--- src/rtl/lcdi_regs.vh ---
// Constants of the segment display command decoder.
// Assumes inclusion by bare name from the design file.
`ifndef LCDI_REGS_VH
`define LCDI_REGS_VH

// Register byte offsets
`define LCDI_OFF_CTRL 4'h0
`define LCDI_OFF_SETTINGS 4'h4
`define LCDI_OFF_POSITION 4'h8
`define LCDI_OFF_STATUS 4'hC

// Control register fields and reset
`define LCDI_CTRL_ENABLE_BIT 0
`define LCDI_CTRL_RESET 1'h1

// Settings register field positions
`define LCDI_SET_MODE_LSB 0
`define LCDI_SET_BIAS_BIT 2
`define LCDI_SET_ENABLE_BIT 3
`define LCDI_SET_IN_BANK_BIT 4
`define LCDI_SET_OUT_BANK_BIT 5
`define LCDI_SET_RATE_LSB 6
`define LCDI_SET_ALT_BIT 8

// Position register field positions
`define LCDI_POS_PTR_LSB 0
`define LCDI_POS_SUB_LSB 8
`define LCDI_POS_PHASE_BIT 16

// Status register field positions
`define LCDI_STA_ACTIVE_BIT 0
`define LCDI_STA_DATA_BIT 1
`define LCDI_STA_COUNT_LSB 8

// Bus responses
`define LCDI_RESP_OKAY 2'h0
`define LCDI_RESP_SLVERR 2'h2

// Slave address: six fixed bits, then strap bit, then write bit
`define LCDI_ADDR_FIXED 6'h1C

// Drive mode codes
`define LCDI_MODE_STATIC 2'h1
`define LCDI_MODE_MUX2 2'h2
`define LCDI_MODE_MUX3 2'h3
`define LCDI_MODE_MUX4 2'h0

// Pointer advance per data byte, stored or not
`define LCDI_STEP_STATIC 6'h08
`define LCDI_STEP_MUX2 6'h04
`define LCDI_STEP_MUX3 6'h03
`define LCDI_STEP_MUX4 6'h02

// Blink rate codes and divisors of the display clock
`define LCDI_RATE_OFF 2'h0
`define LCDI_RATE_FAST 2'h1
`define LCDI_RATE_MID 2'h2
`define LCDI_DIV_FAST 12'h300
`define LCDI_DIV_MID 12'h600
`define LCDI_DIV_SLOW 12'hC00

// Power-on settings
`define LCDI_RST_MODE 2'h0
`define LCDI_RST_PTR 6'h00
`define LCDI_RST_SUB 3'h0
`define LCDI_RST_RATE 2'h0

`endif

--- src/rtl/lcdi_decoder.v ---
// Write-only two-wire slave receiver and command decoder with an
// AXI4-Lite register window. Assumes SCL, SDA, straps, subaddress pins
// and the display clock arrive asynchronously; the open-drain SDA pad
// is resolved outside from sda_oe.
`timescale 1ns/100ps
`include "lcdi_regs.vh"

module lcdi_decoder #(
	parameter RAM_DEPTH = 6'h28
) (
	input wire aclk,
	input wire aresetn,
	input wire ce,
	input wire scl_i,
	input wire sda_i,
	output wire sda_o,
	output wire sda_oe,
	input wire addr_strap_level,
	input wire hw_subaddr_pin0,
	input wire hw_subaddr_pin1,
	input wire hw_subaddr_pin2,
	input wire lcd_clk_in,
	input wire [3:0] s_axi_awaddr,
	input wire s_axi_awvalid,
	output wire s_axi_awready,
	input wire [31:0] s_axi_wdata,
	input wire [3:0] s_axi_wstrb,
	input wire s_axi_wvalid,
	output wire s_axi_wready,
	output wire [1:0] s_axi_bresp,
	output wire s_axi_bvalid,
	input wire s_axi_bready,
	input wire [3:0] s_axi_araddr,
	input wire s_axi_arvalid,
	output wire s_axi_arready,
	output wire [31:0] s_axi_rdata,
	output wire [1:0] s_axi_rresp,
	output wire s_axi_rvalid,
	input wire s_axi_rready,
	output wire drive_mode_hi,
	output wire drive_mode_lo,
	output wire bias_half,
	output wire disp_enable,
	output wire flash_rate_hi,
	output wire flash_rate_lo,
	output wire blink_alt,
	output wire in_bank,
	output wire out_bank,
	output wire [5:0] pointer_value,
	output wire [2:0] subaddr_count,
	output wire display_blank,
	output wire shown_bank,
	output wire ram_wr,
	output wire [5:0] ram_addr,
	output wire ram_bank,
	output wire [7:0] ram_data
);

	localparam ST_IDLE = 3'h0;
	localparam ST_ADDR = 3'h1;
	localparam ST_CMD = 3'h2;
	localparam ST_DATA = 3'h3;
	localparam ST_IGNORE = 3'h4;

	// Pointer step for a drive mode
	function [5:0] step_of;
		input [1:0] mode;
		begin
			case (mode)
			`LCDI_MODE_STATIC: step_of = `LCDI_STEP_STATIC;
			`LCDI_MODE_MUX2: step_of = `LCDI_STEP_MUX2;
			`LCDI_MODE_MUX3: step_of = `LCDI_STEP_MUX3;
			default: step_of = `LCDI_STEP_MUX4;
			endcase
		end
	endfunction

	// Banks exist only where a RAM word holds spare bits
	function has_banks;
		input [1:0] mode;
		begin
			has_banks = (mode == `LCDI_MODE_STATIC) ||
				(mode == `LCDI_MODE_MUX2);
		end
	endfunction

	// Pins: scl, sda, strap, subaddress x3, display clock
	wire [6:0] pin_in;
	reg [6:0] sync_m_reg;
	reg [6:0] sync_s_reg;
	reg [6:0] sync_d_reg;
	assign pin_in = {lcd_clk_in, hw_subaddr_pin2, hw_subaddr_pin1,
		hw_subaddr_pin0, addr_strap_level, sda_i, scl_i};

	genvar gi;
	generate
		for (gi = 0; gi < 7; gi = gi + 1) begin : g_sync
			always @(posedge aclk) begin
				if (!aresetn) begin
					sync_m_reg[gi] <= 1'b1;
					sync_s_reg[gi] <= 1'b1;
					sync_d_reg[gi] <= 1'b1;
				end else if (ce) begin
					sync_m_reg[gi] <= pin_in[gi];
					sync_s_reg[gi] <= sync_m_reg[gi];
					sync_d_reg[gi] <= sync_s_reg[gi];
				end
			end
		end
	endgenerate

	wire scl_s = sync_s_reg[0];
	wire scl_d = sync_d_reg[0];
	wire sda_s = sync_s_reg[1];
	wire sda_d = sync_d_reg[1];
	wire strap_s = sync_s_reg[2];
	wire [2:0] sub_s = sync_s_reg[5:3];
	wire lclk_rise = sync_s_reg[6] & ~sync_d_reg[6];

	wire scl_rise = scl_s & ~scl_d;
	wire scl_fall = ~scl_s & scl_d;
	wire bus_start = scl_s & scl_d & sda_d & ~sda_s;
	wire bus_stop = scl_s & scl_d & ~sda_d & sda_s;

	reg [2:0] state_reg;
	reg [2:0] bit_cnt_reg;
	reg [6:0] shift_reg;
	reg byte_end_reg;
	reg ack_phase_reg;
	reg ack_pending_reg;
	reg sda_drive_reg;
	reg slave_en_reg;

	reg [1:0] mode_reg;
	reg bias_reg;
	reg enable_reg;
	reg [5:0] ptr_reg;
	reg [2:0] sub_reg;
	reg in_bank_reg;
	reg out_bank_reg;
	reg alt_reg;
	reg [1:0] rate_reg;
	reg ram_wr_reg;
	reg [5:0] ram_addr_reg;
	reg ram_bank_reg;
	reg [7:0] ram_data_reg;
	reg [7:0] stored_cnt_reg;

	wire [7:0] byte_in = {shift_reg, sda_s};
	wire addr_match = (byte_in[7:2] == `LCDI_ADDR_FIXED) &&
		(byte_in[1] == strap_s) && !byte_in[0];
	wire sub_match = (sub_s == sub_reg);
	wire [6:0] ptr_sum = {1'b0, ptr_reg} + {1'b0, step_of(mode_reg)};
	wire ptr_wrap = (ptr_sum >= {1'b0, RAM_DEPTH});

	// Bit and byte framing of the serial link
	always @(posedge aclk) begin
		if (!aresetn) begin
			state_reg <= ST_IDLE;
			bit_cnt_reg <= 3'h0;
			shift_reg <= 7'h00;
			byte_end_reg <= 1'b0;
			ack_phase_reg <= 1'b0;
			ack_pending_reg <= 1'b0;
			sda_drive_reg <= 1'b0;
		end else if (ce) begin
			if (bus_start || bus_stop) begin
				// Repeated START also lands here
				state_reg <= bus_start ? ST_ADDR : ST_IDLE;
				bit_cnt_reg <= 3'h0;
				byte_end_reg <= 1'b0;
				ack_phase_reg <= 1'b0;
				ack_pending_reg <= 1'b0;
				sda_drive_reg <= 1'b0;
			end else if (scl_rise && !ack_phase_reg &&
				(state_reg == ST_ADDR || state_reg == ST_CMD ||
				state_reg == ST_DATA)) begin
				shift_reg <= byte_in[6:0];
				bit_cnt_reg <= bit_cnt_reg + 3'h1;
				if (bit_cnt_reg == 3'h7) begin
					byte_end_reg <= 1'b1;
					case (state_reg)
					ST_ADDR: begin
						ack_pending_reg <= addr_match && slave_en_reg;
						state_reg <= (addr_match && slave_en_reg) ?
							ST_CMD : ST_IGNORE;
					end
					ST_CMD: begin
						ack_pending_reg <= 1'b1;
						if (!byte_in[7])
							state_reg <= ST_DATA;
					end
					ST_DATA: begin
						ack_pending_reg <= sub_match;
					end
					default: begin
						ack_pending_reg <= 1'b0;
					end
					endcase
				end
			end else if (scl_fall) begin
				if (byte_end_reg) begin
					byte_end_reg <= 1'b0;
					ack_phase_reg <= 1'b1;
					sda_drive_reg <= ack_pending_reg;
				end else if (ack_phase_reg) begin
					// Release after the ninth clock's low edge
					ack_phase_reg <= 1'b0;
					sda_drive_reg <= 1'b0;
					bit_cnt_reg <= 3'h0;
				end
			end
		end
	end

	wire byte_done = ce && !bus_start && !bus_stop && scl_rise &&
		!ack_phase_reg && (bit_cnt_reg == 3'h7);
	wire cmd_done = byte_done && (state_reg == ST_CMD);
	wire data_done = byte_done && (state_reg == ST_DATA);

	// Command execution and display data placement; settings change only on
	// reset or a later command, pointer and subaddress also on data bytes
	always @(posedge aclk) begin
		if (!aresetn) begin
			mode_reg <= `LCDI_RST_MODE;
			bias_reg <= 1'b0;
			enable_reg <= 1'b0;
			ptr_reg <= `LCDI_RST_PTR;
			sub_reg <= `LCDI_RST_SUB;
			in_bank_reg <= 1'b0;
			out_bank_reg <= 1'b0;
			alt_reg <= 1'b0;
			rate_reg <= `LCDI_RST_RATE;
			ram_wr_reg <= 1'b0;
			ram_addr_reg <= 6'h00;
			ram_bank_reg <= 1'b0;
			ram_data_reg <= 8'h00;
			stored_cnt_reg <= 8'h00;
		end else if (ce) begin
			ram_wr_reg <= 1'b0;
			if (cmd_done) begin
				if (!byte_in[6]) begin
					ptr_reg <= byte_in[5:0];
				end else if (byte_in[6:5] == 2'h2) begin
					enable_reg <= byte_in[3];
					bias_reg <= byte_in[2];
					mode_reg <= byte_in[1:0];
				end else if (byte_in[6:3] == 4'hC) begin
					sub_reg <= byte_in[2:0];
				end else if (byte_in[6:3] == 4'hE) begin
					alt_reg <= byte_in[2];
					rate_reg <= byte_in[1:0];
				end else if (byte_in[6:2] == 5'h1E &&
					has_banks(mode_reg)) begin
					in_bank_reg <= byte_in[1];
					out_bank_reg <= byte_in[0];
				end
			end
			if (data_done) begin
				// Every addressed device tracks the position
				if (sub_match) begin
					ram_wr_reg <= 1'b1;
					ram_addr_reg <= ptr_reg;
					ram_bank_reg <= in_bank_reg & has_banks(mode_reg);
					ram_data_reg <= byte_in;
					stored_cnt_reg <= stored_cnt_reg + 8'h01;
				end
				if (ptr_wrap) begin
					ptr_reg <= 6'h00;
					sub_reg <= sub_reg + 3'h1;
				end else begin
					ptr_reg <= ptr_sum[5:0];
				end
			end
		end
	end

	// Blink timebase counted on display clock edges
	reg [11:0] blink_cnt_reg;
	reg blink_phase_reg;
	reg blank_reg;
	reg shown_bank_reg;
	reg [11:0] blink_half;

	always @* begin
		case (rate_reg)
		`LCDI_RATE_FAST: blink_half = `LCDI_DIV_FAST >> 1;
		`LCDI_RATE_MID: blink_half = `LCDI_DIV_MID >> 1;
		default: blink_half = `LCDI_DIV_SLOW >> 1;
		endcase
	end

	always @(posedge aclk) begin
		if (!aresetn) begin
			blink_cnt_reg <= 12'h000;
			blink_phase_reg <= 1'b0;
			blank_reg <= 1'b1;
			shown_bank_reg <= 1'b0;
		end else if (ce) begin
			if (rate_reg == `LCDI_RATE_OFF) begin
				blink_cnt_reg <= 12'h000;
				blink_phase_reg <= 1'b0;
			end else if (lclk_rise) begin
				if (blink_cnt_reg >= blink_half - 12'h001) begin
					blink_cnt_reg <= 12'h000;
					blink_phase_reg <= ~blink_phase_reg;
				end else begin
					blink_cnt_reg <= blink_cnt_reg + 12'h001;
				end
			end
			// Alternate-bank blinking falls back to normal in 1:3, 1:4
			if (alt_reg && has_banks(mode_reg)) begin
				blank_reg <= ~enable_reg;
				shown_bank_reg <= out_bank_reg ^ blink_phase_reg;
			end else begin
				blank_reg <= ~enable_reg | blink_phase_reg;
				shown_bank_reg <= out_bank_reg & has_banks(mode_reg);
			end
		end
	end

	// AXI4-Lite slave: address and data taken in either order
	reg aw_held_reg;
	reg w_held_reg;
	reg [3:0] aw_addr_reg;
	reg [31:0] w_data_reg;
	reg [3:0] w_strb_reg;
	reg bvalid_reg;
	reg [1:0] bresp_reg;
	reg rvalid_reg;
	reg [1:0] rresp_reg;
	reg [31:0] rdata_reg;
	reg [31:0] rd_word;
	reg rd_hit;

	assign s_axi_awready = ~aw_held_reg & ~bvalid_reg;
	assign s_axi_wready = ~w_held_reg & ~bvalid_reg;
	assign s_axi_arready = ~rvalid_reg;

	always @* begin
		rd_word = 32'h00000000;
		rd_hit = 1'b1;
		case (s_axi_araddr)
		`LCDI_OFF_CTRL:
			rd_word[`LCDI_CTRL_ENABLE_BIT] = slave_en_reg;
		`LCDI_OFF_SETTINGS: begin
			rd_word[`LCDI_SET_MODE_LSB+1:`LCDI_SET_MODE_LSB] = mode_reg;
			rd_word[`LCDI_SET_BIAS_BIT] = bias_reg;
			rd_word[`LCDI_SET_ENABLE_BIT] = enable_reg;
			rd_word[`LCDI_SET_IN_BANK_BIT] = in_bank_reg;
			rd_word[`LCDI_SET_OUT_BANK_BIT] = out_bank_reg;
			rd_word[`LCDI_SET_RATE_LSB+1:`LCDI_SET_RATE_LSB] = rate_reg;
			rd_word[`LCDI_SET_ALT_BIT] = alt_reg;
		end
		`LCDI_OFF_POSITION: begin
			rd_word[`LCDI_POS_PTR_LSB+5:`LCDI_POS_PTR_LSB] = ptr_reg;
			rd_word[`LCDI_POS_SUB_LSB+2:`LCDI_POS_SUB_LSB] = sub_reg;
			rd_word[`LCDI_POS_PHASE_BIT] = blink_phase_reg;
		end
		`LCDI_OFF_STATUS: begin
			rd_word[`LCDI_STA_ACTIVE_BIT] = (state_reg != ST_IDLE);
			rd_word[`LCDI_STA_DATA_BIT] = (state_reg == ST_DATA);
			rd_word[`LCDI_STA_COUNT_LSB+7:`LCDI_STA_COUNT_LSB] =
				stored_cnt_reg;
		end
		default:
			rd_hit = 1'b0;
		endcase
	end

	always @(posedge aclk) begin
		if (!aresetn) begin
			aw_held_reg <= 1'b0;
			w_held_reg <= 1'b0;
			aw_addr_reg <= 4'h0;
			w_data_reg <= 32'h00000000;
			w_strb_reg <= 4'h0;
			bvalid_reg <= 1'b0;
			bresp_reg <= `LCDI_RESP_OKAY;
			rvalid_reg <= 1'b0;
			rresp_reg <= `LCDI_RESP_OKAY;
			rdata_reg <= 32'h00000000;
			slave_en_reg <= `LCDI_CTRL_RESET;
		end else if (ce) begin
			if (s_axi_awvalid && s_axi_awready) begin
				aw_held_reg <= 1'b1;
				aw_addr_reg <= s_axi_awaddr;
			end
			if (s_axi_wvalid && s_axi_wready) begin
				w_held_reg <= 1'b1;
				w_data_reg <= s_axi_wdata;
				w_strb_reg <= s_axi_wstrb;
			end
			if (aw_held_reg && w_held_reg) begin
				aw_held_reg <= 1'b0;
				w_held_reg <= 1'b0;
				bvalid_reg <= 1'b1;
				bresp_reg <= (aw_addr_reg[3:2] == 2'h0 ||
					aw_addr_reg == `LCDI_OFF_SETTINGS ||
					aw_addr_reg == `LCDI_OFF_POSITION ||
					aw_addr_reg == `LCDI_OFF_STATUS) &&
					(aw_addr_reg[1:0] == 2'h0) ?
					`LCDI_RESP_OKAY : `LCDI_RESP_SLVERR;
				// Only the control word is writable
				if (aw_addr_reg == `LCDI_OFF_CTRL && w_strb_reg[0])
					slave_en_reg <= w_data_reg[`LCDI_CTRL_ENABLE_BIT];
			end
			if (bvalid_reg && s_axi_bready)
				bvalid_reg <= 1'b0;
			if (s_axi_arvalid && s_axi_arready) begin
				rvalid_reg <= 1'b1;
				rdata_reg <= rd_word;
				rresp_reg <= rd_hit ? `LCDI_RESP_OKAY : `LCDI_RESP_SLVERR;
			end else if (rvalid_reg && s_axi_rready) begin
				rvalid_reg <= 1'b0;
			end
		end
	end

	assign s_axi_bvalid = bvalid_reg;
	assign s_axi_bresp = bresp_reg;
	assign s_axi_rvalid = rvalid_reg;
	assign s_axi_rresp = rresp_reg;
	assign s_axi_rdata = rdata_reg;

	// Open drain: only ever pulls low, never transmits data
	assign sda_o = 1'b0;
	assign sda_oe = sda_drive_reg;

	assign drive_mode_hi = mode_reg[1];
	assign drive_mode_lo = mode_reg[0];
	assign bias_half = bias_reg;
	assign disp_enable = enable_reg;
	assign flash_rate_hi = rate_reg[1];
	assign flash_rate_lo = rate_reg[0];
	assign blink_alt = alt_reg;
	assign in_bank = in_bank_reg;
	assign out_bank = out_bank_reg;
	assign pointer_value = ptr_reg;
	assign subaddr_count = sub_reg;
	assign display_blank = blank_reg;
	assign shown_bank = shown_bank_reg;
	assign ram_wr = ram_wr_reg;
	assign ram_addr = ram_addr_reg;
	assign ram_bank = ram_bank_reg;
	assign ram_data = ram_data_reg;

endmodule // lcdi_decoder

--- config.mk ---
export PLATFORM = sky130hd
export DESIGN_NAME = lcdi_decoder
export DESIGN_NICKNAME = d
export VERILOG_FILES = /design/src/rtl/lcdi_decoder.v
export VERILOG_INCLUDE_DIRS = /design/src /design/src/rtl
export SDC_FILE = /design/constraint.sdc
export NUM_CORES = 1
export LEC_CHECK = 0
export ABC_AREA = 1
export BUFFER_PORTS_ARGS = -buffer_cell sky130_fd_sc_hd__buf_4
export CAP_MARGIN = 10
export CORE_MARGIN = 3
export CORE_UTILIZATION = 25
export DETAILED_ROUTE_END_ITERATION = 12
export GPL_TIMING_DRIVEN = 0
export MAX_ROUTING_LAYER = met4
export PLACE_DENSITY = 0.4
export SLEW_MARGIN = 20
export SYNTH_ARGS = -nofsm -noshare
export SYNTH_HDL_FRONTEND = slang
export SYNTH_SLANG_ARGS = --single-unit
--- constraint.sdc ---
create_clock -name aclk -period 3.1 [get_ports aclk]
set_input_delay 0.93 -clock aclk [delete_from_list [all_inputs] [get_ports aclk]]
set_output_delay 0.93 -clock aclk [all_outputs]
set_load 0.02 [all_outputs]
==> results of run 1 <==
area by class of cell:
type                       instances  area [sq um]  share of cell area
multi-input combinational        545          2860               0.380
sequential                       121          2420               0.322
timing repair buffer              84           631              0.0837
clock buffer                      23           478              0.0634
tap                              313           392              0.0520
inverter                          95           358              0.0475
buffer                            42           250              0.0332
clock inverter                     8           143              0.0189
logic make-up after synthesis:
group           synth area share
simple gates               0.240
compound gates             0.173
buf+inv                    0.104
flops                      0.416
fa+ha+maj                 0.0464
xor+xnor                  0.0195
other cells              0.00129
metal layers:
| metal | GRT usage | wire length [um] |
|---|---|---|
| met1 | 0.213 | 9160 |
| met2 | 0.245 | 8770 |
| met3 | 0.0356 | 974 |
| met4 | 0.0385 | 215 |
| met5 | - | 0 |
synthesized netlist by cell type (all sizes together), types with 2 or more instances:
| library cell | number |
|---|---|
| inv | 94 |
| conb | 2 |
| o21ai | 73 |
| xor2 | 5 |
| ha | 20 |
| nand2 | 165 |
| nor2 | 72 |
| buf | 33 |
| nand3 | 51 |
| o211ai | 5 |
| nor4 | 3 |
| dfxtp | 121 |
| a31o | 3 |
| xnor2 | 8 |
| nor3 | 9 |
| nand4 | 7 |
| o31ai | 3 |
| o22ai | 2 |
| clkbuf | 9 |
| or2 | 2 |
| a21oi | 80 |
| o221ai | 5 |
| a211oi | 6 |
report_power, final:
group          internal (uW)  switching, uW  leakage [uW]
Clock                   1400            718      0.000303
Sequential              1600           32.4      0.000984
Combinational            114            195       0.00205
Total                   3120            946       0.00334
worst max-delay path, stage by stage (launching register included):
cell and delay [ps]:
dfxtp_1 400, inv_1 150, ha_1 330, inv_1 140
fa_1 450, nand3b_1 190, nand2_1 80, nand2_1 60
nand2_1 80, nand2_1 60, a21oi_1 340, nand2_1 100
nand3_1 90, nand3_1 60, inv_1 70
worst paths after layout:
path,to,slack [ps],cells past startpoint
setup / recovery,pointer_value[3],420,14
hold / removal,w_data_reg[0],450,2
setup reg to reg,pointer_value[3],420,14
hold reg to reg,w_data_reg[0],450,2
through the flow:
stage | total power, uW | utilization | std cells
final | 4060 | 0.331 | 1231
after global routing | 4210 | 0.331 | 1231
after CTS | 4110 | 0.331 | 1231
after detailed placement | 1980 | 0.303 | 1200
after global placement | 1980 | 0.303 | 1200
after floorplan | 1860 | - | 803
==> results by stage, run 1 <==
Route:
- The number of routed nets with antenna violations is 0.
- The post-detailed-route via-to-cell ratio is ~4.3.
- The detailed router finished its first iteration with 261 violations.
- For this run, design rule violations remaining after detail routing come to 0.
- The first detailed-routing pass took 4 iterations.
- After detailed routing, the average wire length per cell comes to roughly 16 um.
- The total detailed-routing wirelength is around 19,000 um.
- Summing over every cut layer, the via total after detailed routing is about 5,300.

Run status:
- The run finished with clean final reports.

Clocking:
- The clock latency of the later-clocked register in the worst-skew pair is roughly 420 ps.
- The total setup buffers inserted after CTS is 0.
- Buffers inserted to repair hold after CTS numbered 0.
- The clock slew at the register clock pins of the worst setup and hold paths is ~50 ps.
- Buffers inserted during clock tree synthesis total 17.
- The clock tree synthesis step divided the H-tree into 4 levels.
- The TritonCTS clock tree is done.
- Clock tree synthesis selected as its root buffer the cell clkbuf_16.
- Counting every sink on the clock net gives around 120.
- The clock passes through at most 2 buffers.
- The post-cts resize count is 0.

Floorplanning:
- The initial core utilization is 0.256.
- Pin placement for this block handled roughly 140 I/O pins.
- The cell row count is 55.
- Measured along the x axis, the die boundary spans ~160 um.
- The die covers around 25,000 sq um.
- The core area is approximately 23,000 sq um.
- The die span in y is 159 um.

STA:
- The total setup violations reported at the end of the flow is 0.
- The max-slew violation count is 0.
- The post-layout minimum cycle time is 2680 ps.
- The worst setup slack after layout is between 400 and 500 ps.
- Hold timing on the final database bottoms out at a slack of approximately 450 ps.
- Setup repair after global routing left no endpoint under its margin.
- The final worst-path cycle share is 0.863.
- The final total negative setup slack is 0 ps.
- The number of hold violations in the final report is 0.
- At the pin with the least slew margin, the transition time is between 800 and 900 ps.
- The upper clock frequency limit is between 300 and 400 MHz.
- Measured against its own limit, the worst slew margin works out to 0.455.
- The worst clock skew on the final layout is between 10 and 15 ps.

Logic synthesis:
- In the synthesized netlist the dominant register cell turns out to be dfxtp_1.
- dfxtp_1 takes more of the synthesized area than any other cell.
- The number of warnings printed during yosys synthesis is 0.
- The synthesized netlist contains 47 unique library cells.
- After synthesis, the cell types taking the most area are dfxtp_1 (42%), nand2_1 (10%), a21oi_1 (6.8%).
- Of the post-synthesis cell area, the dominant cell type holds 0.416.
- The number of flops mapped to enable cells by yosys is 0.
- The share of async-settable or async-resettable flops after synthesis is 0.
- Synthesis produced 786 cells.
- Averaged over all synthesized cells, the footprint is 7.41 sq um.
- Of the synthesized area, sequential elements account for 0.416.
- The synthesized netlist occupies a cell area of 5830 sq um.
- The register bit total from synthesis is between 100 and 150.

Place:
- Once detailed placement completed, the half-perimeter wirelength came to between 10,000 and 15,000 um.
- In this run the cell area measured after placement is about 7000 sq um.
- The count of input and output buffers is between 80 and 90.
- The congestion estimate from routability-driven global placement came to 0.808.
- The post-place setup slack is 400 ps.

Global route:
- The global-route usage over all layers is 0.159.
- The first global-routing pass estimated ~29,000 um of wire.
- The initial antenna violation count is 0.
- The pin count of the biggest net entering global routing is 17.
- The number of global-route vias before repair came to 5,006.
- The sum of overflow across all layers after global routing is 0.

Cells and area:
- The number of flip-flops under the largest register name is 17.
- The fraction of final layout cells with drive strength greater than 1 is 0.197.
- The finished cells cover approximately 7500 sq um.
- In the layout the commonest cells are nand2_1 (161), dfxtp_1 (121), buf_4 (104).
- Compared with the post-synthesis result, the final layout area differs by 29.3%.
- The commonest non-fill, non-tap cell in the layout is nand2_1.
- The number of filler instances in the final layout is approximately 2,500.
- The final layout contains 986 nets.
- The number of antenna diodes in the final layout is 0.

Worst setup path:
- The data arrival time of the critical path is a little over 3000 ps.
- The worst reg2reg path startpoint is mode_reg[1].
- The worst setup path is captured at a flop.
- Of all nets on the critical path, the largest fanout is 5.
- Data on the critical path is required at its endpoint by about 3500 ps.
- The critical path startpoint category is a flop.
- The category of the critical setup timing path is flop to flop.
- The launching instance or port of the critical path is mode_reg[1].

Power:
- The cell leakage power is roughly 0.0033 uW.
- For this design the ratio of total power to cell area is 539 nW/um^2.
- VDD sags by at most about 0.3 mV.

Run:
- The number of max-cap violations is 0.

Worst hold path:
- The path type of the worst min-delay path is flop to flop.
- In this run the most critical hold path is launched from w_data_reg[0].
Note: power is estimated with default switching activity, not from simulation.
==> run 2: changes to the inputs <==
==> constraint.sdc (replaced) <==
create_clock -name aclk -period 3.1 [get_ports aclk]
set_input_delay 0.155 -clock aclk [delete_from_list [all_inputs] [get_ports aclk]]
set_output_delay 0.155 -clock aclk [all_outputs]
set_load 0.02 [all_outputs]
==> run 2 against run 1 <==
  * First-iteration DRC count shrank 3.4%
  * Flip-flop and latch count did not move
  * Wire length about the same
  * Count of clock-buffer cells in the layout unchanged
  * Clock power is essentially flat
  * Setup slack worse by 11 ps
  * Global-route usage about the same
  * Combinational power rose by 3%
  * Critical path depth unchanged
  * Critical endpoint unchanged
==> results by stage, run 2 (same netlist as run 1, synthesis figures left out) <==
Cells and area:
- Leaving out fill and tap cells, the most frequent cell in the layout is nand2_1.
- Counting the fill cells in the layout gives 2,483.
- The footprint of the flip-flops and latches is approximately 2400 sq um.
- In the layout the commonest cells are nand2_1 (161), dfxtp_1 (121), buf_4 (104).
- Compared with the post-synthesis result, the final layout area differs by 30.7%.
- The count of nets after finishing is ~990.
- The multi-input combinational cells in the finished layout cover a total of around 2900 sq um.
- The number of diodes added for antenna fixing is 0.
- The number of flip-flops under the largest register name is 17.
- The fraction of final layout cells with drive strength greater than 1 is 0.195.
- Once layout is complete, the utilization of the core stands at 0.334.

STA:
- Setup slack on the critical path of the routed design comes to 413 ps.
- Across all hold checks on the routed design, the worst slack comes to approximately 21 ps.
- The max-slew violation count is 0.
- The total setup violations reported at the end of the flow is 0.
- At the pin with the least slew margin, the transition time is around 820 ps.
- The worst path in the final design needs a cycle of ~2700 ps, including I/O delays and setup.
- Between clock sinks in the finished design, the worst skew comes to approximately 9.8 ps.
- The final total negative setup slack is 0 ps.
- The headroom to the max-slew limit is 0.456.
- For this run, the top clock speed supported by timing is 372 MHz.
- The number of hold violations in the final report came to 0.
- In the finished design, the share of the clock period the worst path needs comes to 0.867.
- Setup repair after global routing left no endpoint under its margin.

Global route:
- The number of global-route vias before repair is about 5,000.
- The initial antenna violation count was 0.
- In the global route stage, overall resource usage came out at 0.159.
- The pin count of the biggest net entering global routing is 17.
- The first global-routing pass estimated just under 30,000 um of wire.
- The sum of overflow across all layers after global routing is 0.

Worst setup path:
- The data arrival time of the critical path is around 3000 ps.
- The endpoint identified for the worst register-to-register timing path is pointer_value[3].
- The critical path startpoint category is a flop.
- The number of cells on the worst reg-to-reg path is 14.
- The critical path ends at pointer_value[3].
- The worst setup path is captured at a flop.
- Along the worst path, the maximum fanout reaches 5.
- The worst reg2reg path startpoint is mode_reg[1].
- In this run the worst setup path begins at mode_reg[1].
- The category of the critical setup timing path is flop to flop.
- The worst setup slack for register-to-register paths is a little over 400 ps.
- The critical path data required time is 3460 ps.

Run:
- The tool flagged a number of max-cap violations equal to 0.

Clocking:
- After clock tree synthesis, the flow added hold-fix buffers numbering 8.
- Clock-pin slew was measured on the worst setup and hold paths at ~50 ps.
- Once the clock tree was built, the resizer swapped 0 gates to a different size.
- The number of buffers added by the clock tree synthesis step is 17.
- The H-tree generated during clock tree synthesis spans 4 levels.
- Buffers added to address setup during post-CTS repair amount to 0.
- TritonCTS built the clock tree.
- In this run the clock root is driven by a clkbuf_16.
- Clock latency on the worst-skew pair, taken at its later pin, is 420 ps.
- The clock net in this run drives a total of between 100 and 150 sinks.
- The worst-case clock buffer depth is 2.

Place:
- The post-place setup slack is approximately 400 ps.
- The detailed-placement wirelength estimate is 14,500 um.
- The placer congestion estimate is slightly above 0.8.
- Port buffering added between 80 and 90 buffers.

Power:
- After layout, the design draws a total of about 4100 uW.
- Dividing total power by cell area gives a power density of 534 nW/um^2.
- VDD sags by at most around 0.3 mV.
- The cell leakage power is about 0.0034 uW.

Floorplanning:
- During I/O placement, the number of pins put on the boundary was roughly 140.
- The die covers 25,200 sq um.
- The floorplan step set the die width to about 160 um.
- The die is about 160 um tall.
- For this configuration, the core starts out at a cell density of 0.256.
- The cell row count is 55.
- The core area is between 20,000 and 25,000 sq um.

Route:
- The violation count after the first detailed-routing iteration is 252.
- The final routed DRC violation total is 0.
- In the routed layout, each cell is associated on average with a via count of approximately 4.3.
- The routed layout has 5,353 vias.
- In this run the remaining antenna-violating nets after routing total 0.
- Dividing the detail-routed wire length by the instance count gives about 15 um.
- For this block, the routed nets add up to about 19,000 um of wire.
- For this run, the detailed router's first-pass iteration total came to 5.

Run status:
- The run finished with clean final reports.

Worst hold path:
- The path type of the worst min-delay path is primary input to flop.
[run 2: changes by cell type in the layout (fill, tap and decap cells not counted), sizes merged]
cell,change
dlygate4sd3,+8
[run 2: report_power, final]
group	leakage, uW	switching, uW	total (uW)	internal (uW)
Clock	0.000303	710	2110	1400
Sequential	0.000984	32.3	1630	1600
Combinational	0.00209	197	317	120
Total	0.00337	940	4060	3120
[run 2: worst min path at each step]
| stage | start | slack, ps | cells after the start | endpoint |
|---|---|---|---|---|
| 4_1_cts | s_axi_awaddr[2] | 10 | 3 | aw_addr_reg[2] |
| 3_5_place_dp | addr_strap_level | 370 | 3 | sync_m_reg[2] |
| 2_1_floorplan | scl_i | 280 | 2 | sync_m_reg[0] |
| 6_report | s_axi_awaddr[1] | 20 | 3 | aw_addr_reg[1] |
| 3_3_place_gp | hw_subaddr_pin1 | 370 | 3 | sync_m_reg[4] |
| 5_1_grt | s_axi_awaddr[2] | 20 | 3 | aw_addr_reg[2] |
[run 2: area by class of cell]
type | count | area share
sequential | 121 | 0.318
tap | 313 | 0.0514
buffer | 42 | 0.0329
clock buffer | 23 | 0.0628
clock inverter | 8 | 0.0187
inverter | 95 | 0.0470
multi-input combinational | 545 | 0.376
timing repair buffer | 92 | 0.0933
[run 2: layer usage]
layer / routed length (um) / GRT usage / part of all wire
met1: 9240 / 0.213 / 0.48
met2: 8840 / 0.246 / 0.46
met3: 851 / 0.0356 / 0.044
met4: 196 / 0.0385 / 0.010
met5: 0 / - / 0
[run 2: worst max-delay path, cell delays in order (launching register included)]
cell and delay [ps]:
dfxtp_1 400, inv_1 150, ha_1 330, inv_1 140, fa_1 450, nand3b_1 190
nand2_1 80, nand2_1 60, nand2_1 80, nand2_1 70, a21oi_1 340, nand2_1 100
nand3_1 90, nand3_1 60, inv_1 80
[run 2: through the flow]
stage | instances | area (sq um)
after floorplan | 803 | 5890
after global placement | 1200 | 6910
after detailed placement | 1200 | 6910
after CTS | 1239 | 7610
after global routing | 1239 | 7610
final | 1239 | 7610
==> run 3: changes to the inputs <==
==> constraint.sdc (replaced) <==
create_clock -name aclk -period 2.8 [get_ports aclk]
set_input_delay 0.14 -clock aclk [delete_from_list [all_inputs] [get_ports aclk]]
set_output_delay 0.14 -clock aclk [all_outputs]
set_load 0.02 [all_outputs]
==> run 3 against run 2 <==
  * Sequential share of layout area down 0.088 points
  * Sequential power up 11%
  * Non-clock buffer count up 2
  * Worst hold slack worse by 2.0 ps
  * Flip-flop and latch count unchanged
  * Combinational power up 12%
  * Largest cell class unchanged
==> results by stage, run 3 (same netlist as run 1, synthesis figures left out) <==
Route:
- The final routed DRC violation total is 0.
- The first routing iteration left 241 violations.
- The first TritonRoute pass finished after 5 iterations.
- The total detailed-routing wirelength is 19,200 um.
- The count of nets left with antenna violations once routing finished came out at 0.
- Dividing the detail-routed via count by the number of cells gives around 4.3.
- The total via count after detailed routing is 5,375.
- The per-cell routed wire length is 15.5 um.

Cells and area:
- In the final layout, the multi-input gates occupy between 2000 and 3000 sq um.
- In the layout the commonest cells are nand2_1 (161), dfxtp_1 (120), buf_4 (104).
- After the last flow step, the layout net total stands at 996.
- After routing the design area is 7640 sq um.
- The repair_antennas step left the layout with diodes totalling 0.
- Once layout is complete, the cells apart from fillers number roughly 1,200.
- The fraction of final layout cells with drive strength greater than 1 is 0.197.
- The number of flip-flops under the largest register name is 17.
- The commonest non-fill, non-tap cell in the layout is nand2_1.
- After filler insertion, the fill cell instance count of the layout stands at approximately 2,500.
- The area growth from synthesis to layout is 31.1%.
- Summing all flip-flop and latch instances after layout gives around 2400 sq um.

STA:
- Measured against its own limit, the worst slew margin works out to 0.452.
- Setup violations remaining at the end of the flow were counted as 0.
- The upper clock frequency limit is 401 MHz.
- Summed over all failing endpoints, the final setup total negative slack is 0 ps.
- The post-layout minimum cycle time is about 2500 ps.
- The transition time at the pin with the least slew margin is between 800 and 900 ps.
- On the final layout, the worst clock skew is 9.94 ps.
- The number of hold violations in the final report is 0.
- Final hold analysis gives a worst-case slack of around 19 ps.
- Setup repair after global routing left no endpoint under its margin.
- The max-slew violation count came to 0.
- Once routing completed, OpenROAD measured the worst setup slack at slightly above 300 ps.
- The final worst-path cycle share is 0.890.

Worst setup path:
- The category of the critical setup timing path is flop to flop.
- The terminus of the critical flop-to-flop path is subaddr_count[2].
- The kind of capture point of the worst setup path is a flop.
- The critical path data required time is 3070 ps.
- The critical path startpoint category is a flop.
- Among all stages on the critical path, the largest delay is contributed by fa_1.
- The data arrival time of the critical path is about 2800 ps.
- In this run the number of cells on the critical path is 15.
- In this design, the stage delay of the slowest critical-path cell is 450 ps.
- The number of cells on the worst reg-to-reg path is 15.
- The launching instance or port of the critical path is mode_reg[1].
- The cell family with the largest share of critical-path delay is simple AND/OR/NAND/NOR gates.
- Counting both buffers and inverters, the worst setup path holds a total of 2.
- The most numerous cell on the critical path is nand2_1.
- For flop-to-flop paths, the worst setup slack is a little over 300 ps.
- In this run the critical register-to-register path is launched from mode_reg[1].
- The highest net fanout along the worst path is 5.
- Traced cell by cell, the critical path runs through inv_1 > ha_1 > inv_1 > fa_1 > nand3b_1 > nand2_1 > nand2_1 > nand2_1 > nand2_1 > nand2_1 > nand2_1 > nand2_1 > nand2_1 > nand2_1 > a21oi_1.

Power:
- IR analysis of the VDD net gives a maximum drop of approximately 0.33 mV.
- For this design the static power due to leakage is approximately 0.0034 uW.
- For this design the ratio of total power to cell area is 590 nW/um^2.

Clocking:
- The clock tree synthesis step divided the H-tree into 4 levels.
- TritonCTS built the clock tree.
- The clock slew at the register clock pins of the worst setup and hold paths is around 60 ps.
- The number of buffers added by the clock tree synthesis step is 17.
- The clock tree root driver cell is clkbuf_16.
- In this run the deepest clock path goes through 2 buffers.
- The clock latency of the later-clocked register in the worst-skew pair is 420 ps.
- CTS saw about 120 sinks.
- Buffers added to address setup during post-CTS repair amount to 0.

Run status:
- The run finished with clean final reports.

Floorplanning:
- The core area is 22,800 sq um.
- The floorplan step set the die height to about 160 um.
- The number of top-level pins is approximately 140.
- The cell row count is 55.
- The initial core utilization is 0.256.
- The die covers 25,200 sq um.
- The die is between 150 and 200 um wide.

Global route:
- The pin count of the biggest net entering global routing is 17.
- The first global-routing pass estimated around 30,000 um of wire.
- The total overflow left after global routing is 0.
- In the global route stage, overall resource usage came out at 0.160.
- The number of global-route vias before repair is between 5,000 and 6,000.
- The initial antenna violation count is 0.

Worst hold path:
- The min-delay analysis places its worst path in the category primary input to flop.
- The worst hold path endpoint is aw_addr_reg[0].
- The worst hold path begins at s_axi_awaddr[0].
- The cell count of the worst hold path is 3.

Run:
- The number of max-cap violations is 0.

Place:
- The count of input and output buffers is 84.
- At the end of routability-driven placement, the weighted congestion stood at just over 0.8.
- The post-place setup slack is around 100 ps.
- After detailed placement, the total cell area comes to 6910 sq um.
- The count of placed standard cells including taps is ~1,200.
- The detailed-placement wirelength estimate is about 14,000 um.
[run 3: cell types whose count changed in the layout (fill, tap and decap cells not counted)]
cell,delta
dlygate4sd3_1,+2
dfxtp_1,-1
o21ai_0,-1
o21ai_1,+1
a21oi_2,+1
a21oi_1,-1
dfxtp_2,+1
[run 3: layout make-up]
type / instances / share of cell area
flip-flops and latches: 121 / 0.317
inverters: 95 / 0.0468
multi-input cells: 545 / 0.375
plain buffers: 42 / 0.0328
repair buffers: 94 / 0.0957
clock inverters: 8 / 0.0187
well taps: 313 / 0.0513
clock buffers: 23 / 0.0626
[run 3: where the power goes]
| group | internal, uW | leakage, uW | switching [uW] |
|---|---|---|---|
| logic | 135 | 0.00210 | 219 |
| clock network | 1550 | 0.000303 | 794 |
| registers | 1770 | 0.000985 | 35.8 |
| total | 3460 | 0.00338 | 1050 |
[run 3: stage by stage]
step / utilization / total power, uW
4_1_cts: 0.335 / 4570
3_5_place_dp: 0.303 / 2190
5_1_grt: 0.335 / 4670
3_3_place_gp: 0.303 / 2190
2_1_floorplan: - / 2060
6_report: 0.335 / 4510
[run 3: how the worst max path moves through the flow]
stage,end,slack (ps)
after floorplan,pointer_value[1],420
after global placement,pointer_value[3],60
after detailed placement,pointer_value[3],100
after CTS,pointer_value[3],90
after global routing,subaddr_count[2],70
final,subaddr_count[2],310
[run 3: repair_timing]
item | CTS | global route
hold endpoints to repair | 10 | 0
setup endpoints to repair | 0 | 6
hold buffers | 10 | 0
resized for setup | 0 | 3
[run 3: worst min-delay path, stage by stage]
cell and delay, ps:
buf_4 70, o21ai_0 80, a21oi_1 110
[run 3: metal layers]
metal	global-route usage	vias to the layer above	part of all wire
met5	-	-	0
met4	0.0385	0	0.010
met3	0.0356	9	0.036
met2	0.246	96	0.46
met1	0.213	2456	0.49
li1	-	2814	-
